[src/pstm_defs.svh]
// register indices, field positions, reset values and timing constants of the threshold monitor
`ifndef PSTM_DEFS_SVH
`define PSTM_DEFS_SVH

// register indices; byte address is four times the index
`define PSTM_IDX_CHG_BLOCK_HOT      10'h047
`define PSTM_IDX_DSG_END_VOLT       10'h067
`define PSTM_IDX_CHG_PAUSE_HOT      10'h06D
`define PSTM_IDX_CHG_PAUSE_RECOVER  10'h06F
`define PSTM_IDX_DRAIN_HOT          10'h071
`define PSTM_IDX_DRAIN_HOT_RECOVER  10'h073
`define PSTM_IDX_FATAL_CHG_HOT      10'h075
`define PSTM_IDX_FATAL_DRAIN_HOT    10'h077
`define PSTM_IDX_IGNORE_BAND        10'h07B
`define PSTM_IDX_POWER_OFF_VOLT     10'h07C
`define PSTM_IDX_TEMP_TRIM          10'h0D6
`define PSTM_IDX_COULOMB_TRIM       10'h0D7
`define PSTM_IDX_CHG_FLOW_THR       10'h113
`define PSTM_IDX_DRAIN_FLOW_THR     10'h115
`define PSTM_IDX_OFF_CHG_LEAK       10'h125
`define PSTM_IDX_OFF_DRAIN_LEAK     10'h127
`define PSTM_IDX_SWITCH_FAULT_SEC   10'h129
`define PSTM_IDX_CONTROL            10'h140
`define PSTM_IDX_STATUS             10'h141
`define PSTM_IDX_START_LOW          10'h142
`define PSTM_IDX_START_HIGH         10'h143

// control register bits
`define PSTM_CTL_FATAL_CHG_EN   0
`define PSTM_CTL_FATAL_DRAIN_EN 1
`define PSTM_CTL_FIXED_BATTERY  2

// status register bits
`define PSTM_ST_PAUSE        0
`define PSTM_ST_DRAIN_HOT    1
`define PSTM_ST_PERM_FAIL    2
`define PSTM_ST_CHG_FET_FAIL 3
`define PSTM_ST_DSG_FET_FAIL 4
`define PSTM_ST_TERM_ALARM   5
`define PSTM_ST_SHUTDOWN     6
`define PSTM_ST_CHARGING     7
`define PSTM_ST_DRAINING     8
`define PSTM_ST_INHIBIT      9
`define PSTM_ST_WAIT_WINDOW  10

// reset values
`define PSTM_RST_WORD  16'h0000
`define PSTM_RST_BYTE  8'h00
`define PSTM_RST_START_HIGH 16'h01C2

// timing
`define PSTM_CLK_NS     40
`define PSTM_SECOND_NS  1000000000

`endif

[src/pstm_pkg.sv]
// types shared by the threshold monitor modules
package pstm_pkg;

  typedef enum logic [1:0] {
    CHG_RUN,
    CHG_PAUSED,
    CHG_WAIT_WINDOW
  } chg_state_t;

endpackage

[src/pstm_monitor.sv]
// pack safety threshold monitor with apb register file
//
// Contract
// - over charge-block hot limit, charging current and voltage requests read zero.
// - above charge-pause hot limit while charging, pause charging and flag system present.
// - pause clears on cooling below recover limit, adapter removal or pack removal.
// - after a pause, charging restarts only inside the charge-start temperature window.
// - above drain hot limit, both FETs off and system present flagged.
// - drain hot clears below recover limit, or on removal if battery is removable.
// - charging above fatal charge hot limit with its enable set enters permanent failure.
// - draining above fatal drain hot limit with its enable set enters permanent failure.
// - current above the positive charge threshold counts as charging.
// - current below the negative drain threshold counts as draining; charge FET may stay on.
// - current through an off FET beyond its leak limit for set seconds marks it failed.
// - discharge-end alarm sets below end voltage; clears above it only without cell undervoltage.
// - every temperature sample is corrected by the signed temperature trim.
// - current samples are corrected by the signed coulomb trim.
// - current magnitude under the ignore band counts as no current.
// - below power-off voltage the pack shuts down and all FETs turn off.
// - removable battery failure conditions clear only on pack removal.
//
// Our own choice: the APB register port.
`timescale 1ns/1ps
`include "pstm_defs.svh"
module pstm_monitor
  import pstm_pkg::*;
#(
  parameter int unsigned TICK_CYCLES = `PSTM_SECOND_NS / `PSTM_CLK_NS
) (
  // clock and reset
  input  wire logic        I_SYS_CLK,
  input  wire logic        I_RST_N,
  // apb slave
  input  wire logic        i_PSEL,
  input  wire logic        i_PENABLE,
  input  wire logic        i_PWRITE,
  input  wire logic [11:0] i_PADDR,
  input  wire logic [31:0] i_PWDATA,
  output logic             o_PREADY,
  output logic [31:0]      o_PRDATA,
  output logic             o_PSLVERR,
  // measurements, same clock
  input  wire logic        i_MEAS_VALID,
  input  wire logic [15:0] i_TEMP_RAW,
  input  wire logic [15:0] i_CURRENT_RAW,
  input  wire logic [15:0] i_PACK_VOLT,
  input  wire logic        i_CELL_UNDERVOLTAGE_FLAG,
  // charge requests from the gauge
  input  wire logic [15:0] i_REQ_CHG_CURRENT,
  input  wire logic [15:0] i_REQ_CHG_VOLTAGE,
  // pins
  input  wire logic        i_ADAPTER_PRESENT,
  input  wire logic        i_PACK_PRESENT,
  // reported requests
  output logic [15:0]      o_CHG_CURRENT,
  output logic [15:0]      o_CHG_VOLTAGE,
  // front end and status
  output logic             o_CHG_FET_ON,
  output logic             o_DSG_FET_ON,
  output logic             o_SHUTDOWN,
  output logic             o_MANUFACTURER_ACCESS_SYS_PRESENT,
  output logic             o_TERM_DSG_ALARM,
  output logic             o_PERM_FAIL
);

  typedef struct packed {
    logic [15:0] chg_block_hot;
    logic [15:0] dsg_end_volt;
    logic [15:0] chg_pause_hot;
    logic [15:0] chg_pause_recover;
    logic [15:0] drain_hot;
    logic [15:0] drain_hot_recover;
    logic [15:0] fatal_chg_hot;
    logic [15:0] fatal_drain_hot;
    logic [7:0]  ignore_band;
    logic [15:0] power_off_volt;
    logic [7:0]  temp_trim;
    logic [7:0]  coulomb_trim;
    logic [15:0] chg_flow_thr;
    logic [15:0] drain_flow_thr;
    logic [15:0] off_chg_leak;
    logic [15:0] off_drain_leak;
    logic [7:0]  switch_fault_sec;
    logic [2:0]  control;
    logic [15:0] start_low;
    logic [15:0] start_high;
    logic [15:0] temp;
    logic [15:0] current;
    logic [15:0] volt;
    logic        sample_ok;
    chg_state_t  chg_state;
    logic        drain_hot_flag;
    logic        perm_fail;
    logic        term_alarm;
    logic        shutdown;
    logic        present_prev;
    logic        adapter_prev;
    logic [31:0] tick_count;
    logic        tick;
    logic        pready;
    logic [31:0] prdata;
    logic        pslverr;
    logic [15:0] chg_current;
    logic [15:0] chg_voltage;
    logic        chg_fet;
    logic        dsg_fet;
    logic        sys_present;
  } mon_state_t;

  mon_state_t st;
  mon_state_t next_st;

  logic        pack_present;
  logic        adapter_present;
  logic        chg_fet_fail;
  logic        dsg_fet_fail;
  logic        pack_removed;
  logic        adapter_removed;
  logic        charging;
  logic        draining;
  logic        inhibit;
  logic        fixed_battery_select;
  logic        fail_clear;
  logic [15:0] trimmed_temp;
  logic [15:0] trimmed_current;
  logic [15:0] band_abs;
  logic [15:0] status_word;
  logic [9:0]  reg_index;

  // pins arrive asynchronously
  pstm_sync3 u_sync_present (
    .i_clk   (I_SYS_CLK),
    .i_rst_n (I_RST_N),
    .i_pin   (i_PACK_PRESENT),
    .o_level (pack_present)
  );

  pstm_sync3 u_sync_adapter (
    .i_clk   (I_SYS_CLK),
    .i_rst_n (I_RST_N),
    .i_pin   (i_ADAPTER_PRESENT),
    .o_level (adapter_present)
  );

  // current through an off FET, judged against its own leak limit
  pstm_persist #(.W(8)) u_chg_fet_fail (
    .i_clk   (I_SYS_CLK),
    .i_rst_n (I_RST_N),
    .i_cond  (st.sample_ok && !st.chg_fet && ($signed(st.current) > $signed(st.off_chg_leak))),
    .i_tick  (st.tick),
    .i_limit (st.switch_fault_sec),
    .i_clear (fail_clear),
    .o_fired (chg_fet_fail)
  );

  pstm_persist #(.W(8)) u_dsg_fet_fail (
    .i_clk   (I_SYS_CLK),
    .i_rst_n (I_RST_N),
    .i_cond  (st.sample_ok && !st.dsg_fet && ($signed(st.current) < $signed(st.off_drain_leak))),
    .i_tick  (st.tick),
    .i_limit (st.switch_fault_sec),
    .i_clear (fail_clear),
    .o_fired (dsg_fet_fail)
  );

  assign fixed_battery_select = st.control[`PSTM_CTL_FIXED_BATTERY];
  assign pack_removed         = st.present_prev && !pack_present;
  assign adapter_removed      = st.adapter_prev && !adapter_present;
  // removable battery: FET failures clear on removal and nothing else
  assign fail_clear           = pack_removed && !fixed_battery_select;

  // trims applied before any comparison
  assign trimmed_temp    = i_TEMP_RAW + {{8{st.temp_trim[7]}}, st.temp_trim};
  assign trimmed_current = i_CURRENT_RAW + {{8{st.coulomb_trim[7]}}, st.coulomb_trim};
  assign band_abs        = trimmed_current[15] ? 16'(-trimmed_current) : trimmed_current;

  assign charging = st.sample_ok && ($signed(st.current) > $signed(st.chg_flow_thr));
  assign draining = st.sample_ok && ($signed(st.current) < $signed(st.drain_flow_thr));
  assign inhibit  = st.sample_ok && ($signed(st.temp) > $signed(st.chg_block_hot));

  assign reg_index = i_PADDR[11:2];

  always_comb begin
    status_word = '0;
    status_word[`PSTM_ST_PAUSE]        = (st.chg_state == CHG_PAUSED);
    status_word[`PSTM_ST_DRAIN_HOT]    = st.drain_hot_flag;
    status_word[`PSTM_ST_PERM_FAIL]    = st.perm_fail;
    status_word[`PSTM_ST_CHG_FET_FAIL] = chg_fet_fail;
    status_word[`PSTM_ST_DSG_FET_FAIL] = dsg_fet_fail;
    status_word[`PSTM_ST_TERM_ALARM]   = st.term_alarm;
    status_word[`PSTM_ST_SHUTDOWN]     = st.shutdown;
    status_word[`PSTM_ST_CHARGING]     = charging;
    status_word[`PSTM_ST_DRAINING]     = draining;
    status_word[`PSTM_ST_INHIBIT]      = inhibit;
    status_word[`PSTM_ST_WAIT_WINDOW]  = (st.chg_state == CHG_WAIT_WINDOW);
  end

  always_comb begin
    next_st = st;
    next_st.present_prev = pack_present;
    next_st.adapter_prev = adapter_present;

    // one-second time base for FET failure timing
    next_st.tick = 1'b0;
    if (st.tick_count >= TICK_CYCLES - 1) begin
      next_st.tick_count = '0;
      next_st.tick       = 1'b1;
    end else begin
      next_st.tick_count = st.tick_count + 32'h0000_0001;
    end

    // sample capture with deadband
    if (i_MEAS_VALID) begin
      next_st.sample_ok = 1'b1;
      next_st.temp      = trimmed_temp;
      next_st.volt      = i_PACK_VOLT;
      if (band_abs < {8'h00, st.ignore_band}) begin
        next_st.current = 16'h0000;
      end else begin
        next_st.current = trimmed_current;
      end
    end

    // apb: answer in the first access cycle, act at that edge
    next_st.pready  = i_PSEL && !i_PENABLE;
    next_st.pslverr = 1'b0;
    if (i_PSEL && !i_PENABLE) begin
      next_st.prdata = 32'h0000_0000;
      unique case (reg_index)
        `PSTM_IDX_CHG_BLOCK_HOT:     next_st.prdata[15:0] = st.chg_block_hot;
        `PSTM_IDX_DSG_END_VOLT:      next_st.prdata[15:0] = st.dsg_end_volt;
        `PSTM_IDX_CHG_PAUSE_HOT:     next_st.prdata[15:0] = st.chg_pause_hot;
        `PSTM_IDX_CHG_PAUSE_RECOVER: next_st.prdata[15:0] = st.chg_pause_recover;
        `PSTM_IDX_DRAIN_HOT:         next_st.prdata[15:0] = st.drain_hot;
        `PSTM_IDX_DRAIN_HOT_RECOVER: next_st.prdata[15:0] = st.drain_hot_recover;
        `PSTM_IDX_FATAL_CHG_HOT:     next_st.prdata[15:0] = st.fatal_chg_hot;
        `PSTM_IDX_FATAL_DRAIN_HOT:   next_st.prdata[15:0] = st.fatal_drain_hot;
        `PSTM_IDX_IGNORE_BAND:       next_st.prdata[7:0]  = st.ignore_band;
        `PSTM_IDX_POWER_OFF_VOLT:    next_st.prdata[15:0] = st.power_off_volt;
        `PSTM_IDX_TEMP_TRIM:         next_st.prdata[7:0]  = st.temp_trim;
        `PSTM_IDX_COULOMB_TRIM:      next_st.prdata[7:0]  = st.coulomb_trim;
        `PSTM_IDX_CHG_FLOW_THR:      next_st.prdata[15:0] = st.chg_flow_thr;
        `PSTM_IDX_DRAIN_FLOW_THR:    next_st.prdata[15:0] = st.drain_flow_thr;
        `PSTM_IDX_OFF_CHG_LEAK:      next_st.prdata[15:0] = st.off_chg_leak;
        `PSTM_IDX_OFF_DRAIN_LEAK:    next_st.prdata[15:0] = st.off_drain_leak;
        `PSTM_IDX_SWITCH_FAULT_SEC:  next_st.prdata[7:0]  = st.switch_fault_sec;
        `PSTM_IDX_CONTROL:           next_st.prdata[2:0]  = st.control;
        `PSTM_IDX_STATUS:            next_st.prdata[15:0] = status_word;
        `PSTM_IDX_START_LOW:         next_st.prdata[15:0] = st.start_low;
        `PSTM_IDX_START_HIGH:        next_st.prdata[15:0] = st.start_high;
        default:                     next_st.pslverr      = 1'b1;
      endcase
    end
    if (i_PSEL && i_PENABLE && st.pready && i_PWRITE && !st.pslverr) begin
      unique case (reg_index)
        `PSTM_IDX_CHG_BLOCK_HOT:     next_st.chg_block_hot     = i_PWDATA[15:0];
        `PSTM_IDX_DSG_END_VOLT:      next_st.dsg_end_volt      = i_PWDATA[15:0];
        `PSTM_IDX_CHG_PAUSE_HOT:     next_st.chg_pause_hot     = i_PWDATA[15:0];
        `PSTM_IDX_CHG_PAUSE_RECOVER: next_st.chg_pause_recover = i_PWDATA[15:0];
        `PSTM_IDX_DRAIN_HOT:         next_st.drain_hot         = i_PWDATA[15:0];
        `PSTM_IDX_DRAIN_HOT_RECOVER: next_st.drain_hot_recover = i_PWDATA[15:0];
        `PSTM_IDX_FATAL_CHG_HOT:     next_st.fatal_chg_hot     = i_PWDATA[15:0];
        `PSTM_IDX_FATAL_DRAIN_HOT:   next_st.fatal_drain_hot   = i_PWDATA[15:0];
        `PSTM_IDX_IGNORE_BAND:       next_st.ignore_band       = i_PWDATA[7:0];
        `PSTM_IDX_POWER_OFF_VOLT:    next_st.power_off_volt    = i_PWDATA[15:0];
        `PSTM_IDX_TEMP_TRIM:         next_st.temp_trim         = i_PWDATA[7:0];
        `PSTM_IDX_COULOMB_TRIM:      next_st.coulomb_trim      = i_PWDATA[7:0];
        `PSTM_IDX_CHG_FLOW_THR:      next_st.chg_flow_thr      = i_PWDATA[15:0];
        `PSTM_IDX_DRAIN_FLOW_THR:    next_st.drain_flow_thr    = i_PWDATA[15:0];
        `PSTM_IDX_OFF_CHG_LEAK:      next_st.off_chg_leak      = i_PWDATA[15:0];
        `PSTM_IDX_OFF_DRAIN_LEAK:    next_st.off_drain_leak    = i_PWDATA[15:0];
        `PSTM_IDX_SWITCH_FAULT_SEC:  next_st.switch_fault_sec  = i_PWDATA[7:0];
        `PSTM_IDX_CONTROL:           next_st.control           = i_PWDATA[2:0];
        `PSTM_IDX_START_LOW:         next_st.start_low         = i_PWDATA[15:0];
        `PSTM_IDX_START_HIGH:        next_st.start_high        = i_PWDATA[15:0];
        default:                     next_st.control           = st.control;
      endcase
    end

    // charge pause: in the wait window a new pause beats a restart in the same cycle; while paused, a removal clears even when hot
    unique case (st.chg_state)
      CHG_RUN: begin
        if (charging && $signed(st.temp) > $signed(st.chg_pause_hot)) begin
          next_st.chg_state = CHG_PAUSED;
        end
      end
      CHG_PAUSED: begin
        if ($signed(st.temp) < $signed(st.chg_pause_recover) || adapter_removed || pack_removed) begin
          next_st.chg_state = CHG_WAIT_WINDOW;
        end
      end
      CHG_WAIT_WINDOW: begin
        if (charging && $signed(st.temp) > $signed(st.chg_pause_hot)) begin
          next_st.chg_state = CHG_PAUSED;
        end else if ($signed(st.temp) >= $signed(st.start_low) && $signed(st.temp) <= $signed(st.start_high)) begin
          next_st.chg_state = CHG_RUN;
        end
      end
    endcase

    // drain overtemperature
    if (st.sample_ok && $signed(st.temp) > $signed(st.drain_hot)) begin
      next_st.drain_hot_flag = 1'b1;
    end else if ($signed(st.temp) < $signed(st.drain_hot_recover) || (pack_removed && !fixed_battery_select)) begin
      next_st.drain_hot_flag = 1'b0;
    end

    // permanent failure is never cleared short of reset
    if (charging && st.control[`PSTM_CTL_FATAL_CHG_EN] && $signed(st.temp) > $signed(st.fatal_chg_hot)) begin
      next_st.perm_fail = 1'b1;
    end
    if (draining && st.control[`PSTM_CTL_FATAL_DRAIN_EN] && $signed(st.temp) > $signed(st.fatal_drain_hot)) begin
      next_st.perm_fail = 1'b1;
    end

    // discharge-end alarm, unsigned millivolts
    if (st.sample_ok && st.volt < st.dsg_end_volt) begin
      next_st.term_alarm = 1'b1;
    end else if (st.volt > st.dsg_end_volt && !i_CELL_UNDERVOLTAGE_FLAG) begin
      next_st.term_alarm = 1'b0;
    end

    // shutdown latches; the front end removes power, so only reset leaves it
    if (st.sample_ok && st.volt < st.power_off_volt) begin
      next_st.shutdown = 1'b1;
    end

    next_st.chg_current = inhibit ? 16'h0000 : i_REQ_CHG_CURRENT;
    next_st.chg_voltage = inhibit ? 16'h0000 : i_REQ_CHG_VOLTAGE;

    // charge FET may stay on while draining to cut diode losses
    next_st.chg_fet = !(next_st.shutdown || next_st.perm_fail || next_st.drain_hot_flag || chg_fet_fail ||
                        (next_st.chg_state != CHG_RUN && !draining));
    next_st.dsg_fet = !(next_st.shutdown || next_st.perm_fail || next_st.drain_hot_flag || dsg_fet_fail);
    next_st.sys_present = next_st.drain_hot_flag || next_st.chg_state == CHG_PAUSED;
  end

  always_ff @(posedge I_SYS_CLK or negedge I_RST_N) begin
    if (!I_RST_N) begin
      st                   <= '0;
      st.chg_state         <= CHG_RUN;
      st.chg_block_hot     <= `PSTM_RST_WORD;
      st.start_high        <= `PSTM_RST_START_HIGH;
      st.switch_fault_sec  <= `PSTM_RST_BYTE;
    end else begin
      st <= next_st;
    end
  end

  assign o_PREADY                          = st.pready;
  assign o_PRDATA                          = st.prdata;
  assign o_PSLVERR                         = st.pslverr;
  assign o_CHG_CURRENT                     = st.chg_current;
  assign o_CHG_VOLTAGE                     = st.chg_voltage;
  assign o_CHG_FET_ON                      = st.chg_fet;
  assign o_DSG_FET_ON                      = st.dsg_fet;
  assign o_SHUTDOWN                        = st.shutdown;
  assign o_TERM_DSG_ALARM                  = st.term_alarm;
  assign o_PERM_FAIL                       = st.perm_fail;
  assign o_MANUFACTURER_ACCESS_SYS_PRESENT = st.sys_present;

endmodule

[src/pstm_persist.sv]
// sticky detector: condition held continuously for a number of second ticks
`timescale 1ns/1ps
module pstm_persist #(
  parameter int W = 8
) (
  // clock and reset
  input  wire logic         i_clk,
  input  wire logic         i_rst_n,
  // condition, time base, limit
  input  wire logic         i_cond,
  input  wire logic         i_tick,
  input  wire logic [W-1:0] i_limit,
  input  wire logic         i_clear,
  // result
  output logic              o_fired
);

  typedef struct packed {
    logic [W-1:0] count;
    logic         fired;
  } persist_state_t;

  persist_state_t st;
  persist_state_t next_st;

  always_comb begin
    next_st = st;
    if (!i_cond) begin
      next_st.count = '0;
    end else if (i_tick && st.count != i_limit) begin
      next_st.count = st.count + 1'b1;
    end
    // a fresh detection beats a clear in the same cycle
    if (i_clear) begin
      next_st.fired = 1'b0;
    end
    if (i_cond && st.count == i_limit) begin
      next_st.fired = 1'b1;
    end
  end

  always_ff @(posedge i_clk or negedge i_rst_n) begin
    if (!i_rst_n) begin
      st <= '0;
    end else begin
      st <= next_st;
    end
  end

  assign o_fired = st.fired;

endmodule

[src/pstm_sync3.sv]
// three-flop pin synchroniser; output moves once the last two stages agree
`timescale 1ns/1ps
module pstm_sync3 (
  // clock and reset
  input  wire logic i_clk,
  input  wire logic i_rst_n,
  // pin and clean level
  input  wire logic i_pin,
  output logic      o_level
);

  typedef struct packed {
    logic s1;
    logic s2;
    logic s3;
    logic level;
  } sync_state_t;

  sync_state_t st;
  sync_state_t next_st;

  always_comb begin
    next_st    = st;
    next_st.s1 = i_pin;
    next_st.s2 = st.s1;
    next_st.s3 = st.s2;
    if (st.s2 == st.s3) begin
      next_st.level = st.s3;
    end
  end

  always_ff @(posedge i_clk or negedge i_rst_n) begin
    if (!i_rst_n) begin
      st <= '0;
    end else begin
      st <= next_st;
    end
  end

  assign o_level = st.level;

endmodule

[config.mk]
export PLATFORM = sky130hd
export DESIGN_NAME = pstm_monitor
export DESIGN_NICKNAME = d
export VERILOG_FILES = /design/src/pstm_pkg.sv /design/src/pstm_monitor.sv /design/src/pstm_persist.sv /design/src/pstm_sync3.sv
export VERILOG_INCLUDE_DIRS = /design/src
export SDC_FILE = /design/constraint.sdc
export NUM_CORES = 1
export LEC_CHECK = 0
export ABC_AREA = 1
export ABC_CLOCK_PERIOD_IN_PS = 8300
export BUFFER_PORTS_ARGS = -buffer_cell sky130_fd_sc_hd__buf_2
export CAP_MARGIN = 30
export CORE_MARGIN = 3
export CORE_UTILIZATION = 35
export CTS_BUF_LIST = sky130_fd_sc_hd__clkbuf_4
export DETAILED_ROUTE_END_ITERATION = 8
export PLACE_DENSITY = 0.58
export SLEW_MARGIN = 20
export SYNTH_ARGS = -nofsm -noshare
export SYNTH_HDL_FRONTEND = slang
export SYNTH_HIERARCHICAL = 1
export SYNTH_SLANG_ARGS = --single-unit
[constraint.sdc]
create_clock -name I_SYS_CLK -period 8.3 [get_ports I_SYS_CLK]
set_input_delay 0.83 -clock I_SYS_CLK [delete_from_list [all_inputs] [get_ports I_SYS_CLK]]
set_output_delay 0.83 -clock I_SYS_CLK [all_outputs]
set_load 0.02 [all_outputs]
**Word level (Yosys, flattened, before mapping)**

Index checks and enable logic that the tools add are counted.
Widths: inputs -> output; s select.

- Logic and storage cells: 215
- Register bits after elaboration: 444
- Output and inout bits: 72
- Input bits: 133

- Equal/unequal tests: 32
- Reduce and logical (&&, ||, !) cells: 76
- Add/sub/neg operators: 6
- Muxes and demuxes: 30
- Magnitude comparators: 18

Operator list:

| cell | number |
|---|---|
| $gt 16x16->1 | 8 |
| $pmux 8 s16 | 1 |
| $eq 10x7->1 const B | 10 |
| $pmux 5 s20 | 1 |
| $lt 16x16->1 | 6 |
| $eq 10x9->1 const B | 9 |
| $mux 16 | 4 |
| $pmux 3 s21 | 1 |
| $reduce_and 2->1 | 20 |
| $add 16x16->16 | 2 |
| $add 32x1->32 const B | 1 |
| $ge 32x25->1 const B | 1 |
| $mux 32 | 1 |
| $mux 8 | 4 |
| $logic_and 1x1->1 | 30 |
| $reduce_or 21->1 | 1 |
| $eq 10x8->1 const B | 2 |
| $add 8x1->8 const B | 2 |
| $eq 8x8->1 | 2 |
| $ge 16x16->1 | 1 |
| $le 16x16->1 | 1 |
| $lt 16x8->1 | 1 |
| $ne 8x8->1 | 2 |
| $neg 16->16 | 1 |
| other kinds (11) | 50 |

**Depth between registers and ports, before layout**

Gate-level depths: netlist (run 1).

- Depth after elaboration: 11
- Mapped depth: 25
- Gate-level depth less buffers: 22

**By module**

The synthesis (run 1) kept the hierarchy.

By module, submodules not included:

| module | instances | area each (um^2) | cells each | seq. area each (um^2) |
|---|---|---|---|---|
| pstm_monitor | 1 | 26,486.7 | 3,428 | 10,465.0 |
| pstm_persist | 2 | 673.1 | 106 | 225.2 |
| pstm_sync3 | 2 | 116.4 | 8 | 100.1 |

**Least setup slack after synthesis (run 1)**

Ideal clock, no wire load.

- Path kind: input-to-reg
- Start: input i_CURRENT_RAW[4]
- End: register st[132] in the netlist's numbering
- Buffers on the path: 2
- Arrival time: 3.567 ns
- Path slack: 4.613 ns
- Stages: 22
- Setup time: 0.120 ns
- Required time: 8.180 ns
- Path through: ha_1 -> nand2_1 -> nand2_1 -> a21oi_2 -> nand2_2 -> nand2_2 -> nand3b_1 -> nand2_4 -> inv_6 -> buf_8 -> o21ai_0 -> ha_1 -> a21boi_0 -> o211ai_1 -> nand2_1 -> a21oi_1 -> nand3_2 -> nor2_4 -> nand2_4 -> buf_6 -> o21bai_2 -> nand2_1

- Word-level cells in the longest chain between the ends: 5

Ends and longest elaborated chain:

| element | RTL line | text |
|---|---|---|
| from (decl) | pstm_monitor.sv:45 | `input wire logic [15:0] i_CURRENT_RAW,` |
| $add 16x16->16 (*) | pstm_monitor.sv:174 | `assign trimmed_current = i_CURRENT_RAW + {{8{st.coulomb_trim[7]}}, st.coulomb_trim};` |
| $neg 16->16 | pstm_monitor.sv:175 | `assign band_abs = trimmed_current[15] ? 16'(-trimmed_current) : trimmed_current;` |
| $mux 16 | pstm_monitor.sv:175 |  |
| $lt 16x8->1 | pstm_monitor.sv:217 | `if (band_abs < {8'h00, st.ignore_band}) begin` |
| $mux 16 (*) | pstm_monitor.sv:217 |  |
| to (signal assigned) | pstm_monitor.sv:346 | `st <= next_st;` |
| to (decl) | pstm_monitor.sv:110 | `mon_state_t st;` |

Mark *: on every way between the ends. The rest lies on a longest branch, timed or not.
A chain may end at the register's enable or synchronous reset.

**Final worst setup path (run 1)**

- Start: register st[273] in the netlist's numbering
- End: register st[131] in the netlist's numbering

- Word-level cells in the longest chain between the ends: 5

Ends and longest elaborated chain:

| element | RTL line |
|---|---|
| $add 16x16->16 (*) | pstm_monitor.sv:174 |
| $neg 16->16 | pstm_monitor.sv:175 |
| $mux 16 (*) | pstm_monitor.sv:175 |
| $lt 16x8->1 (*) | pstm_monitor.sv:217 |
| $mux 16 (*) | pstm_monitor.sv:217 |

Marks and branches as above.

==> results of run 1 <==
sequential cells by signal, indices dropped and copies added, names as in the netlist, 2 cells and up:
name                    flops
u_chg_fet_fail/st           8
o_PRDATA                   16
o_CHG_CURRENT              16
u_sync_present/next_st      2
st                        361
o_CHG_VOLTAGE              16
u_dsg_fet_fail/st           8
u_sync_adapter/next_st      2
synth_stat cells (3+ instances only):
library cell / instances / area (um2)
nand3_1: 149 / 746
clkbuf_1: 99 / 372
nand3b_1: 9 / 67.6
buf_4: 64 / 480
dfrtp_1: 440 / 11000
o211ai_1: 8 / 60.1
or2_2: 6 / 37.5
nor4_1: 22 / 138
inv_2: 8 / 30.0
nand2_2: 11 / 68.8
o21a_1: 8 / 60.1
o21bai_2: 10 / 113
inv_1: 542 / 2030
xor2_1: 17 / 149
nand2_1: 936 / 3510
o22ai_1: 77 / 482
xnor2_1: 13 / 114
o2111ai_1: 4 / 35.0
a21boi_0: 4 / 30.0
ha_1: 278 / 3480
a21oi_1: 154 / 771
nor2_4: 4 / 45.0
o21bai_1: 13 / 97.6
o21ai_0: 371 / 1860
a21o_1: 4 / 30.0
a221oi_1: 18 / 158
nand3_2: 6 / 60.1
o31ai_1: 5 / 37.5
a211oi_1: 7 / 52.6
a31oi_1: 9 / 56.3
nand2_4: 3 / 33.8
dfstp_2: 4 / 105
and3_1: 3 / 18.8
nand4_1: 42 / 263
nor2_2: 8 / 50.1
and2_1: 4 / 25.0
nor3b_1: 7 / 52.6
o221ai_1: 10 / 87.6
nor2_1: 223 / 837
nor3_1: 30 / 150
per-stage QoR:
step                instance area, um2  total power [W]  setup slack (ps)
global route                     32100          0.00571              3900
finish                           32100          0.00540              4370
CTS                              31900          0.00547              4350
global placement                 29600          0.00319              4020
floorplan                        28100          0.00290              4610
detailed placement               29800          0.00321              4030
report_power, final:
part	leakage (nW)	internal, W	total, W	switching (W)
logic	8.69	0.000299	0.000851	0.000552
registers	5.99	0.00223	0.00235	0.000114
clock network	1.02	0.00121	0.00220	0.000992
cell families after synthesis:
| family | after synthesis | share of synthesized area |
|---|---|---|
| AND/OR/NAND/NOR | 1465 | 0.218 |
| flip-flops | 444 | 0.396 |
| AO/OA/AOI/OAI | 714 | 0.144 |
| buffers and inverters | 721 | 0.106 |
| multiplexers | 1 | 0.000401 |
| other | 1 | 0.000134 |
| XOR/XNOR | 30 | 0.00936 |
| adder cells (fa/ha/maj) | 280 | 0.125 |
per-layer routing:
metal | vias up | GRT usage | wire (um)
met5 | - | 0 | 34
met4 | 6 | 0.111 | 4550
met3 | 233 | 0.0463 | 7430
met2 | 978 | 0.373 | 44500
met1 | 12100 | 0.316 | 43400
li1 | 12500 | - | -
area by class of cell:
cell class	count	area, um2
diodes	7	17.5
clock buffers	199	1490
clock inverters	29	224
fillers	8215	47200
inverters	553	2080
multi-input cells	2513	14100
flip-flops and latches	444	11100
well taps	1050	1310
repair buffers	253	1790
worst max-delay path: stages (launching register included):
cell and delay, ps:
dfrtp_1 580, ha_1 520, nand2_1 120, nor2_1 270
and2_1 190, nand2_2 50, nand3b_1 120, nand2_4 120
inv_6 140, nand2_1 80, xor2_1 190, ha_1 280
a21oi_1 140, o31ai_1 90, a21oi_1 220, nand3_2 130
nor2_4 140, nand2_4 150, o21bai_1 180, nand2_1 70
final timing paths:
check                                     startpoint                         to  slack (ps)  cells after the start
max in group asynchronous                    I_RST_N                    st[120]        5880                      5
min reg2reg                u_sync_adapter/next_st[2]  u_sync_adapter/next_st[1]         360                      0
max reg2reg                                  st[273]                    st[131]        4370                     19
min in group asynchronous                    I_RST_N                    st[150]         420                      2
max                                          st[273]                    st[131]        4370                     19
min                                   i_PACK_VOLT[4]                    st[115]         100                      3
==> impl_summary.log, run 1 <==
[metrics] main flop type after synthesis: dfrtp_1
[metrics] average via count per standard cell: 5.10
[metrics] starting utilization of the core area: 0.354
[metrics] Area growth syn-to-layout: 14.4%
[metrics] violation count after the first detailed-routing iteration: 2531
[metrics] Gate Count Post-Synth: 3656
[metrics] commonest non-fill, non-tap cells in the layout: nand2_1 (936), inv_1 (542), dfrtp_1 (440)
[metrics] pin count of the biggest net entering global routing: 173
[metrics] Min Hold Slack: 101 ps
[metrics] worst clock skew on the final layout: 65.8 ps
[metrics] register clock-pin slew on the reported worst setup and hold paths: 70 ps
[metrics] post-CTS setup buffer count: 0
[metrics] IO Port Bufs: 170
[metrics] CTS H-tree lvls: 4
[metrics] Worst Max-Slew Pin Slew: 1030 ps
[metrics] element type at the critical path end: flop
[metrics] clock network latency to the later pin of the worst-skew pair: 990 ps
[metrics] worst supply voltage drop on vdd: 104 uV
[metrics] final total negative setup slack: 0 ps
[metrics] peak fanout along the critical path: 16
[metrics] routed length per placed instance: 19.8 um
[metrics] run status: completed
[metrics] class of the tightest hold or removal check: primary input to flop
[metrics] DP HPWL: 75.2 mm
[metrics] Placed Cells incl. Taps: 4760
[metrics] remaining antenna violation count after routing: 0
[metrics] row count: 103
[metrics] clock root buffer: clkbuf_4
[metrics] Final #Nets: 4310
[metrics] sequential-to-total area share from yosys stat: 0.396
[metrics] critical path startpoint category: flop
[metrics] remaining max-slew budget at the tightest pin: 0.310
[metrics] number of top-level pins: 205
[metrics] Post-Route WL: 99.9 mm
[metrics] area of the core: 79300 um2
[metrics] Die Area: 83600 um2
[metrics] power per standard cell area: 168 nW/um2
[metrics] arrival time of data at the critical path endpoint: 4760 ps
[metrics] CTS tree: yes
[metrics] number of clock sinks: 444
[metrics] clock tree buffer depth: 3
[metrics] mean instance size in the synthesized netlist: 7.68 um2
[metrics] Chip Height: 289 um
[metrics] type of the worst setup path: flop to flop
[metrics] max-capacitance violation count: 0
[metrics] final RePlAce weighted congestion: 0.983
[metrics] Post-synth EDFFs: 0
[metrics] achievable clock frequency: 255 MHz
[metrics] die outline width: 289 um
[metrics] share of final-layout standard cells stronger than drive strength 1: 0.123
[metrics] final slew viol count: 0
[metrics] synth warn: 6
[metrics] TritonRoute pass-1 iters: 6
[metrics] setup repair after global routing missed its margin: no
[metrics] data required time of the worst path: 9130 ps
[metrics] vias in the first global route: 24300
[metrics] Final min period: 3930 ps
[metrics] GRT Util Overall: 0.238
[metrics] total CTS buffers: 132
[metrics] final number of setup-violating endpoints: 0
[metrics] period utilisation layout: 0.473
[metrics] final standard cell utilization of the core: 0.405
[metrics] number of standard cells in the layout, taps in and fillers out: 5048
[metrics] final global-route overflow total: 0
[metrics] number of remaining DRC errors: 0
[metrics] via count of the routed design: 25800
[metrics] Synth Register Bits: 444
[metrics] count of unique library cells instantiated by Yosys: 59
[metrics] Post-CTS Resized: 0
[metrics] Hold Vio Cnt, Final: 0
[metrics] initial antenna violation count: 6
[metrics] Async S/R FF share, synth: 1.00
[metrics] leakage power summed over all cells: 15.7 nW
[metrics] number of buffers inserted for hold repair after clock tree synthesis: 45
[metrics] wire length of the first global-routing pass: 149 mm
[metrics] most common library cell in the layout ignoring fill and taps: nand2_1
[metrics] Post-Synthesis Cell Area: 28100 um2
Note: power is estimated with default switching activity, not from simulation.
==> run 2, diff against run 1 <==
--- a/config.mk
+++ b/config.mk
@@ -6,8 +6,8 @@
 export SDC_FILE = /design/constraint.sdc
 export NUM_CORES = 1
 export LEC_CHECK = 0
-export ABC_AREA = 1
-export ABC_CLOCK_PERIOD_IN_PS = 8300
+export ABC_AREA = 0
+export ABC_CLOCK_PERIOD_IN_PS = 3620
 export BUFFER_PORTS_ARGS = -buffer_cell sky130_fd_sc_hd__buf_2
 export CAP_MARGIN = 30
 export CORE_MARGIN = 3
==> constraint.sdc (replaced) <==
create_clock -name I_SYS_CLK -period 3.62 [get_ports I_SYS_CLK]
set_input_delay 0.362 -clock I_SYS_CLK [delete_from_list [all_inputs] [get_ports I_SYS_CLK]]
set_output_delay 0.362 -clock I_SYS_CLK [all_outputs]
set_load 0.02 [all_outputs]
==> run 2 against run 1 <==
Net effect:
- the run now ends with negative setup slack left
- largest cell class unchanged
- synthesized cell count decreased by 21%
- total power is 120% higher
- critical path type unchanged
- highest routed layer unchanged
- wire length down 5.2%
- setup slack worse by 4900 ps
- register-to-register slack worse by 4900 ps
- core utilization increased by 2.4 points
==> impl_summary.log, run 2 <==
[metrics] class of the tightest hold or removal check: primary input to flop (unchanged)
[metrics] Gate Count Post-Synth: 2899 (was 3656)
[metrics] count leader, synth: dfrtp_1 (was nand2_1)
[metrics] TritonRoute pass-1 iters: 7 (was 6)
[metrics] total CTS buffers: 130 (was 132)
[metrics] worst supply voltage drop on vdd: 249 uV (was 104 uV)
[metrics] CTS tree: yes (unchanged)
[metrics] proportion of netlist area held by the largest area contributor: 0.405 (was 0.392)
[metrics] number of clock sinks: 444 (unchanged)
[metrics] GRT Util Overall: 0.232 (was 0.238)
[metrics] Min Hold Slack: 104 ps (was 101 ps)
[metrics] Async S/R FF share, synth: 1.00 (unchanged)
[metrics] Final min period: 4120 ps (was 3930 ps)
[metrics] main flop type after synthesis: dfrtp_1 (unchanged)
[metrics] IO Port Bufs: 170 (unchanged)
[metrics] arrival time of data at the critical path endpoint: 4930 ps (was 4760 ps)
[metrics] mean instance size in the synthesized netlist: 9.37 um2 (was 7.68 um2)
[metrics] remaining antenna violation count after routing: 0 (unchanged)
[metrics] register clock-pin slew on the reported worst setup and hold paths: 60 ps (was 70 ps)
[metrics] Synth Register Bits: 444 (unchanged)
[metrics] data required time of the worst path: 4430 ps (was 9130 ps)
[metrics] final RePlAce weighted congestion: 0.913 (was 0.983)
[metrics] area of the core: 76500 um2 (was 79300 um2)
[metrics] highest cell delay on the worst timing path: 390 ps (was 580 ps)
[metrics] Worst Max-Slew Pin Slew: 1020 ps (was 1030 ps)
[metrics] die outline width: 285 um (was 289 um)
[metrics] final slew viol count: 0 (unchanged)
[metrics] FILL cells: 7542 (was 8215)
[metrics] most common library cell in the layout ignoring fill and taps: dfrtp_1 (was nand2_1)
[metrics] clock root buffer: clkbuf_4 (unchanged)
[metrics] Chip Height: 285 um (was 289 um)
[metrics] via count of the routed design: 23600 (was 25800)
[metrics] power per standard cell area: 364 nW/um2 (was 168 nW/um2)
[metrics] peak fanout along the critical path: 8 (was 16)
[metrics] row count: 101 (was 103)
[metrics] DP HPWL: 70.6 mm (was 75.2 mm)
[metrics] vias in the first global route: 23200 (was 24300)
[metrics] origin of the worst setup path: st[269] (was st[273])
[metrics] setup slack of the critical path after layout: -502 ps (was 4370 ps)
[metrics] WHS Path Cells: 6 (was 3)
[metrics] initial antenna violation count: 6 (unchanged)
[metrics] area taken by multi-input logic gates: 14400 um2 (was 14100 um2)
[metrics] power after layout: 0.0120 W (was 0.00540 W)
[metrics] Post-synth EDFFs: 0 (unchanged)
[metrics] start point of the worst hold path: i_CURRENT_RAW[2] (was i_PACK_VOLT[4])
[metrics] Worst path slowest cell: dfrtp_1 (unchanged)
[metrics] final standard cell utilization of the core: 0.429 (was 0.405)
[metrics] setup slack of the most critical reg-to-reg path: -500 ps (was 4370 ps)
[metrics] flip-flop count of the largest register, all copies and words added: 361 (unchanged)
[metrics] run status: finished with violations (was completed)
[metrics] sequential-to-total area share from yosys stat: 0.409 (was 0.396)
[metrics] Area growth syn-to-layout: 20.8% (was 14.4%)
[metrics] max-capacitance violation count: 0 (unchanged)
[metrics] final number of setup-violating endpoints: 16 (was 0)
[metrics] leakage power summed over all cells: 16.1 nW (was 15.7 nW)
[metrics] final global-route overflow total: 0 (unchanged)
[metrics] clock network latency to the later pin of the worst-skew pair: 990 ps (about the same)
[metrics] count of buffer and inverter cells on the critical path: 1 (unchanged)
[metrics] remaining max-slew budget at the tightest pin: 0.313 (was 0.310)
[metrics] delay-heaviest family, CP: compound AO/OA/AOI/OAI gates (was simple AND/OR/NAND/NOR gates)
[metrics] Hold Vio Cnt, Final: 0 (unchanged)
[metrics] setup repair after global routing missed its margin: yes (was no)
[metrics] WP depth: 19 (unchanged)
[metrics] Yosys top cell by area: dfrtp_1 (unchanged)
[metrics] Setup Slack @ Placement: -740 ps (was 4030 ps)
[metrics] synth warn: 6 (unchanged)
[metrics] Final #Nets: 3745 (was 4310)
[metrics] Post-Synthesis Cell Area: 27200 um2 (was 28100 um2)
[metrics] count of unique library cells instantiated by Yosys: 91 (was 59)
[metrics] Die Area: 81000 um2 (was 83600 um2)
[metrics] starting utilization of the core area: 0.355 (was 0.354)
[metrics] worst clock skew on the final layout: 72.3 ps (was 65.8 ps)
[metrics] top area cells in the synthesized netlist: dfrtp_1 (41%), ha_1 (13%), o21ai_0 (5.0%), nand2_1 (4.3%), mux2_2 (4.2%) (was dfrtp_1 (39%), nand2_1 (13%), ha_1 (12%), inv_1 (7.2%), o21ai_0 (6.6%))
[metrics] list of most frequent post-synthesis cells: dfrtp_1 (440), nand2_1 (310), inv_1 (296) (was nand2_1 (936), inv_1 (542), dfrtp_1 (440))
[metrics] number of remaining DRC errors: 0 (unchanged)
[metrics] critical path cell sequence: ha_1 -> nor4_1 -> o21ai_2 -> a21oi_2 -> o21ai_2 -> o311a_4 -> xnor2_4 -> nand2_2 -> xnor2_2 -> ha_1 -> and2_1 -> o21ai_1 -> o21ai_1 -> nor4_1 -> a31oi_1 -> a211o_2 -> a222oi_1 -> buf_4 -> nor2_2 (was ha_1 -> nand2_1 -> nor2_1 -> and2_1 -> nand2_2 -> nand3b_1 -> nand2_4 -> inv_6 -> nand2_1 -> xor2_1 -> ha_1 -> a21oi_1 -> o31ai_1 -> a21oi_1 -> nand3_2 -> nor2_4 -> nand2_4 -> o21bai_1 -> nand2_1)
[metrics] wire length of the first global-routing pass: 144 mm (was 149 mm)
[metrics] type of the worst setup path: flop to flop (unchanged)
[metrics] CTS H-tree lvls: 4 (unchanged)
[metrics] violation count after the first detailed-routing iteration: 2137 (was 2531)
[metrics] Sequential Area: 11100 um2 (about the same)
[metrics] number of top-level pins: 205 (unchanged)
[metrics] violated checks: negative setup slack
[metrics] routed length per placed instance: 21.3 um (was 19.8 um)
[metrics] share of final-layout standard cells stronger than drive strength 1: 0.223 (was 0.123)
[metrics] commonest non-fill, non-tap cells in the layout: dfrtp_1 (438), nand2_1 (309), inv_1 (294) (was nand2_1 (936), inv_1 (542), dfrtp_1 (440))
[metrics] element type at the critical path end: flop (unchanged)
[metrics] pin count of the biggest net entering global routing: 90 (was 173)
[metrics] average via count per standard cell: 5.30 (was 5.10)
[metrics] achievable clock frequency: 243 MHz (was 255 MHz)
[metrics] depth of the worst register-to-register path: 19 (unchanged)
[metrics] launch point of the worst reg-to-reg path: st[269] (was st[273])
[metrics] critical path startpoint category: flop (unchanged)
[metrics] Post-Route WL: 94.7 mm (was 99.9 mm)
[metrics] period utilisation layout: 1.14 (was 0.473)
[metrics] clock tree buffer depth: 3 (unchanged)
[metrics] most flop-heavy register: st (unchanged)
==> run 2: changes by cell type in the layout (fill, tap and decap cells not counted), sizes merged, moves of 91 or more <==
| cell | change |
|---|---|
| nand2 | -640 |
| inv | -253 |
| buf | +169 |
| mux2 | +100 |
| nor2 | -100 |
| nand3 | -93 |
| o21ai | -91 |
==> run 2: metrics by stage <==
stage	setup TNS (ps)	area, um2	instances
final	-7540	32800	4443
after global routing	-11770	32800	4442
after CTS	-6440	32700	4439
after global placement	-10950	30100	4128
after detailed placement	-10880	30100	4128
after floorplan	-9160	27400	2921
==> run 2: report_power, final <==
group          total, W  switching (W)  internal [W]  leakage, nW
combinational   0.00198        0.00118      0.000801         10.3
sequential      0.00535       0.000208       0.00514         4.92
clock           0.00462        0.00228       0.00234        0.909
==> run 2: kinds of logic (layout without fill, tap and decap cells) <==
| family | count (synthesis) | after routing | synth area share |
|---|---|---|---|
| simple gates | 801 | 801 | 0.144 |
| compound gates | 692 | 692 | 0.165 |
| buf+inv | 484 | 974 | 0.0777 |
| flops | 444 | 444 | 0.409 |
| fa+ha+maj | 282 | 282 | 0.130 |
| mux | 126 | 126 | 0.0511 |
| xor+xnor | 69 | 69 | 0.0222 |
| other cells | 1 | 25 | 0.000138 |
==> run 2: what timing repair did <==
item                                   CTS  global route
cloned                                   1             0
gates resized for setup                 22            13
endpoints found under the hold margin  493             0
hold buffers                            91             0
pin swaps                               12             8
setup buffers                            8             2
setup endpoints to repair               16            20
==> run 2: layout make-up <==
class	count	share of cell area
repair buffers	467	0.104
well taps	1030	0.0393
multi-input cells	1993	0.438
flip-flops and latches	444	0.339
clock inverters	39	0.00656
clock buffers	172	0.0393
diodes	2	0.000153
inverters	296	0.0339
==> run 2: worst min-delay path, stage by stage <==
cell and delay [ps]:
buf_2 80, ha_1 140, buf_4 140, xnor2_2 130, buf_4 120, a211oi_1 60
==> run 2: final timing paths <==
check / to
max: st[135]
min: st[129]
max reg2reg: st[135]
min reg2reg: u_sync_present/next_st[1]
max in group asynchronous: u_dsg_fet_fail/st[6]
min in group asynchronous: st[108]
==> run 2: layer usage <==
layer	track usage	up-vias	share of wire
met3	0.0529	173	0.079
met1	0.316	11300	0.44
li1	-	11100	-
met4	0.104	8	0.041
met2	0.351	911	0.44
met5	0	-	0.00055
==> run 3, diff against run 2 <==
--- a/config.mk
+++ b/config.mk
@@ -10,7 +10,7 @@
 export ABC_CLOCK_PERIOD_IN_PS = 3620
 export BUFFER_PORTS_ARGS = -buffer_cell sky130_fd_sc_hd__buf_2
 export CAP_MARGIN = 30
-export CORE_MARGIN = 3
+export CORE_MARGIN = 2
 export CORE_UTILIZATION = 35
 export CTS_BUF_LIST = sky130_fd_sc_hd__clkbuf_4
 export DETAILED_ROUTE_END_ITERATION = 8
==> run 3 against run 2 <==
Net effect:
- the flow still finishes with violations (negative setup slack)
- register-to-register slack worse by 80 ps
- clock skew is 11 ps higher
- critical path depth rose by 1
- hold slack got worse by 10 ps
- count of clock-buffer cells in the layout up 24
- fmax fell by 1.8%
- combinational power about the same
- first-iteration DRC count increased by 6.3%
- non-clock buffer count grew 13
- largest cell class unchanged
- die area shrank 1.4%
- critical path type unchanged
- global-route usage is 1.0 points higher
- largest power group unchanged
- final area rose by 0.87%
==> impl_summary.log, run 3 (synthesized netlist as in run 2, its figures left out) <==
[metrics] pin count of the biggest net entering global routing: 64 (was 90)
[metrics] power per standard cell area: 374 nW/um2 (was 364 nW/um2)
[metrics] launch point of the worst reg-to-reg path: st[273] (was st[269])
[metrics] number of top-level pins: 205 (unchanged)
[metrics] final RePlAce weighted congestion: 0.950 (was 0.913)
[metrics] depth of the worst register-to-register path: 20 (was 19)
[metrics] number of clock sinks: 444 (unchanged)
[metrics] via count of the routed design: 23700 (was 23600)
[metrics] Placed Cells incl. Taps: 4152 (was 4128)
[metrics] worst supply voltage drop on vdd: 247 uV (was 249 uV)
[metrics] critical path startpoint category: flop (unchanged)
[metrics] violated checks: negative setup slack (unchanged)
[metrics] register clock-pin slew on the reported worst setup and hold paths: 70 ps (was 60 ps)
[metrics] average via count per standard cell: 5.28 (was 5.30)
[metrics] final global-route overflow total: 0 (unchanged)
[metrics] flip-flop count of the largest register, all copies and words added: 361 (unchanged)
[metrics] area of the core: 77200 um2 (was 76500 um2)
[metrics] endpoint of the worst register-to-register path: st[129] (was st[135])
[metrics] max-capacitance violation count: 0 (unchanged)
[metrics] Final #Nets: 3758 (was 3745)
[metrics] start point of the worst hold path: i_TEMP_RAW[3] (was i_CURRENT_RAW[2])
[metrics] setup repair after global routing missed its margin: yes (unchanged)
[metrics] final total negative setup slack: -8590 ps (was -7540 ps)
[metrics] CTS H-tree lvls: 4 (unchanged)
[metrics] most common library cell in the layout ignoring fill and taps: dfrtp_1 (unchanged)
[metrics] Chip Height: 283 um (was 285 um)
[metrics] share of final-layout standard cells stronger than drive strength 1: 0.229 (was 0.223)
[metrics] remaining antenna violation count after routing: 0 (unchanged)
[metrics] die outline width: 283 um (was 285 um)
[metrics] FILL cells: 7631 (was 7542)
[metrics] clock root buffer: clkbuf_4 (unchanged)
[metrics] type of the worst setup path: flop to flop (unchanged)
[metrics] initial antenna violation count: 4 (was 6)
[metrics] number of standard cells in the layout, taps in and fillers out: 4483 (was 4443)
[metrics] row count: 102 (was 101)
[metrics] GRT Util Overall: 0.242 (was 0.232)
[metrics] data required time of the worst path: 4420 ps (was 4430 ps)
[metrics] TritonRoute pass-1 iters: 6 (was 7)
[metrics] achievable clock frequency: 238 MHz (was 243 MHz)
[metrics] leakage power summed over all cells: 16.3 nW (was 16.1 nW)
[metrics] clock tree buffer depth: 3 (unchanged)
[metrics] area taken by multi-input logic gates: 14300 um2 (was 14400 um2)
[metrics] Worst path slowest cell: dfrtp_2 (was dfrtp_1)
[metrics] Min Hold Slack: 93.9 ps (was 104 ps)
[metrics] remaining max-slew budget at the tightest pin: 0.377 (was 0.313)
[metrics] final slew viol count: 0 (unchanged)
[metrics] routed length per placed instance: 21.4 um (was 21.3 um)
[metrics] arrival time of data at the critical path endpoint: 4990 ps (was 4930 ps)
[metrics] number of remaining DRC errors: 0 (unchanged)
[metrics] IO Port Bufs: 170 (unchanged)
[metrics] most flop-heavy register: st (unchanged)
[metrics] Worst Max-Slew Pin Slew: 934 ps (was 1020 ps)
[metrics] CTS tree: yes (unchanged)
[metrics] total CTS buffers: 130 (unchanged)
[metrics] final number of setup-violating endpoints: 16 (unchanged)
[metrics] vias in the first global route: 23200 (about the same)
[metrics] setup slack of the most critical reg-to-reg path: -580 ps (was -500 ps)
[metrics] setup slack of the critical path after layout: -578 ps (was -502 ps)
[metrics] run status: finished with violations (unchanged)
[metrics] starting utilization of the core area: 0.352 (was 0.355)
[metrics] Die Area: 79900 um2 (was 81000 um2)
[metrics] critical path cell sequence: buf_6 -> ha_4 -> inv_2 -> a2111oi_4 -> a21oi_2 -> o21ai_2 -> o311a_4 -> xnor2_4 -> buf_6 -> and2b_1 -> xnor2_1 -> ha_1 -> o21ai_1 -> o21ai_1 -> nor4_1 -> a31oi_1 -> a211o_2 -> a222oi_1 -> buf_4 -> a211oi_1 (was ha_1 -> nor4_1 -> o21ai_2 -> a21oi_2 -> o21ai_2 -> o311a_4 -> xnor2_4 -> nand2_2 -> xnor2_2 -> ha_1 -> and2_1 -> o21ai_1 -> o21ai_1 -> nor4_1 -> a31oi_1 -> a211o_2 -> a222oi_1 -> buf_4 -> nor2_2)
[metrics] Hold Path Sink: st[146] (was st[129])
[metrics] clock network latency to the later pin of the worst-skew pair: 1020 ps (was 990 ps)
[metrics] class of the tightest hold or removal check: primary input to flop (unchanged)
[metrics] period utilisation layout: 1.16 (was 1.14)
[metrics] Setup Slack @ Placement: -773 ps (was -740 ps)
[metrics] WHS Path Cells: 4 (was 6)
[metrics] DP HPWL: 71.0 mm (was 70.6 mm)
[metrics] highest cell delay on the worst timing path: 440 ps (was 390 ps)
[metrics] violation count after the first detailed-routing iteration: 2271 (was 2137)
[metrics] Sequential Area: 11100 um2 (about the same)
[metrics] Area growth syn-to-layout: 21.8% (was 20.8%)
[metrics] worst clock skew on the final layout: 83.8 ps (was 72.3 ps)
[metrics] Post-Route WL: 95.7 mm (was 94.7 mm)
[metrics] Final min period: 4200 ps (was 4120 ps)
[metrics] peak fanout along the critical path: 8 (unchanged)
[metrics] Hold Vio Cnt, Final: 0 (unchanged)
[metrics] wire length of the first global-routing pass: 144 mm (about the same)
[metrics] element type at the critical path end: flop (unchanged)
[metrics] commonest non-fill, non-tap cells in the layout: dfrtp_1 (439), nand2_1 (309), inv_1 (294) (was dfrtp_1 (438), nand2_1 (309), inv_1 (294))
-- run 3: cell count changes in the layout (fill, tap and decap cells not counted), moves of 2 or more --
cell           previous run  this run
buf_4                   198       202
clkinvlp_4                1         3
dlygate4sd3_1            90        94
ha_4                      9         5
clkbuf_4                172       196
ha_1                    268       272
clkinv_1                 23        15
buf_6                     2         4
clkinv_2                  6         3
-- run 3: layout make-up --
type / count / area share
clock buffers: 196 / 0.0445
clock inverters: 31 / 0.00680
flip-flops and latches: 444 / 0.336
multi-input cells: 1993 / 0.432
inverters: 296 / 0.0336
well taps: 1040 / 0.0393
diodes: 3 / 0.000227
repair buffers: 480 / 0.107
-- run 3: critical path: cells and delay by family, from the launching register on --
family	cells	cell delay [ps]
AO/OA/AOI/OAI	10	1810
XOR/XNOR	2	240
adder cells (fa/ha/maj)	2	610
buffers and inverters	4	600
flip-flops	1	440
AND/OR/NAND/NOR	2	320
-- run 3: how the worst max path moves through the flow --
stage | start | to | slack, ps
4_1_cts | st[273] | st[129] | -520
5_1_grt | st[273] | st[129] | -800
3_3_place_gp | i_CURRENT_RAW[1] | st[129] | -730
2_1_floorplan | st[273] | st[131] | -630
6_report | st[273] | st[129] | -580
3_5_place_dp | i_CURRENT_RAW[1] | st[129] | -770
-- run 3: per-stage QoR --
stage,power [W],utilization,area [um2]
floorplan,0.00655,-,27400
global placement,0.00728,0.392,30300
detailed placement,0.00730,0.392,30300
CTS,0.0125,0.428,33000
global route,0.0130,0.429,33100
finish,0.0124,0.429,33100
-- run 3: per-layer routing --
metal / vias up / wire, um / GRT usage
met5: - / 26 / 0
met3: 177 / 6970 / 0.0538
met1: 11400 / 42300 / 0.326
met2: 888 / 42600 / 0.373
li1: 11200 / - / -
met4: 4 / 3860 / 0.106
-- run 3: where the power goes --
| group | internal (W) | leakage [nW] | switching (W) | total (W) |
|---|---|---|---|---|
| Clock | 0.00269 | 1.01 | 0.00236 | 0.00504 |
| Combinational | 0.000801 | 10.4 | 0.00120 | 0.00200 |
| Sequential | 0.00514 | 4.92 | 0.000203 | 0.00534 |
-- run 3: what timing repair did --
item                       4_1_cts  5_1_grt
setup endpoints to repair       16       19
gates cloned                     1        0
hold buffers                    95        0
resized for setup               12       17
pin swaps                       12        7
hold endpoints to repair       718        0
setup buffers                    5        0
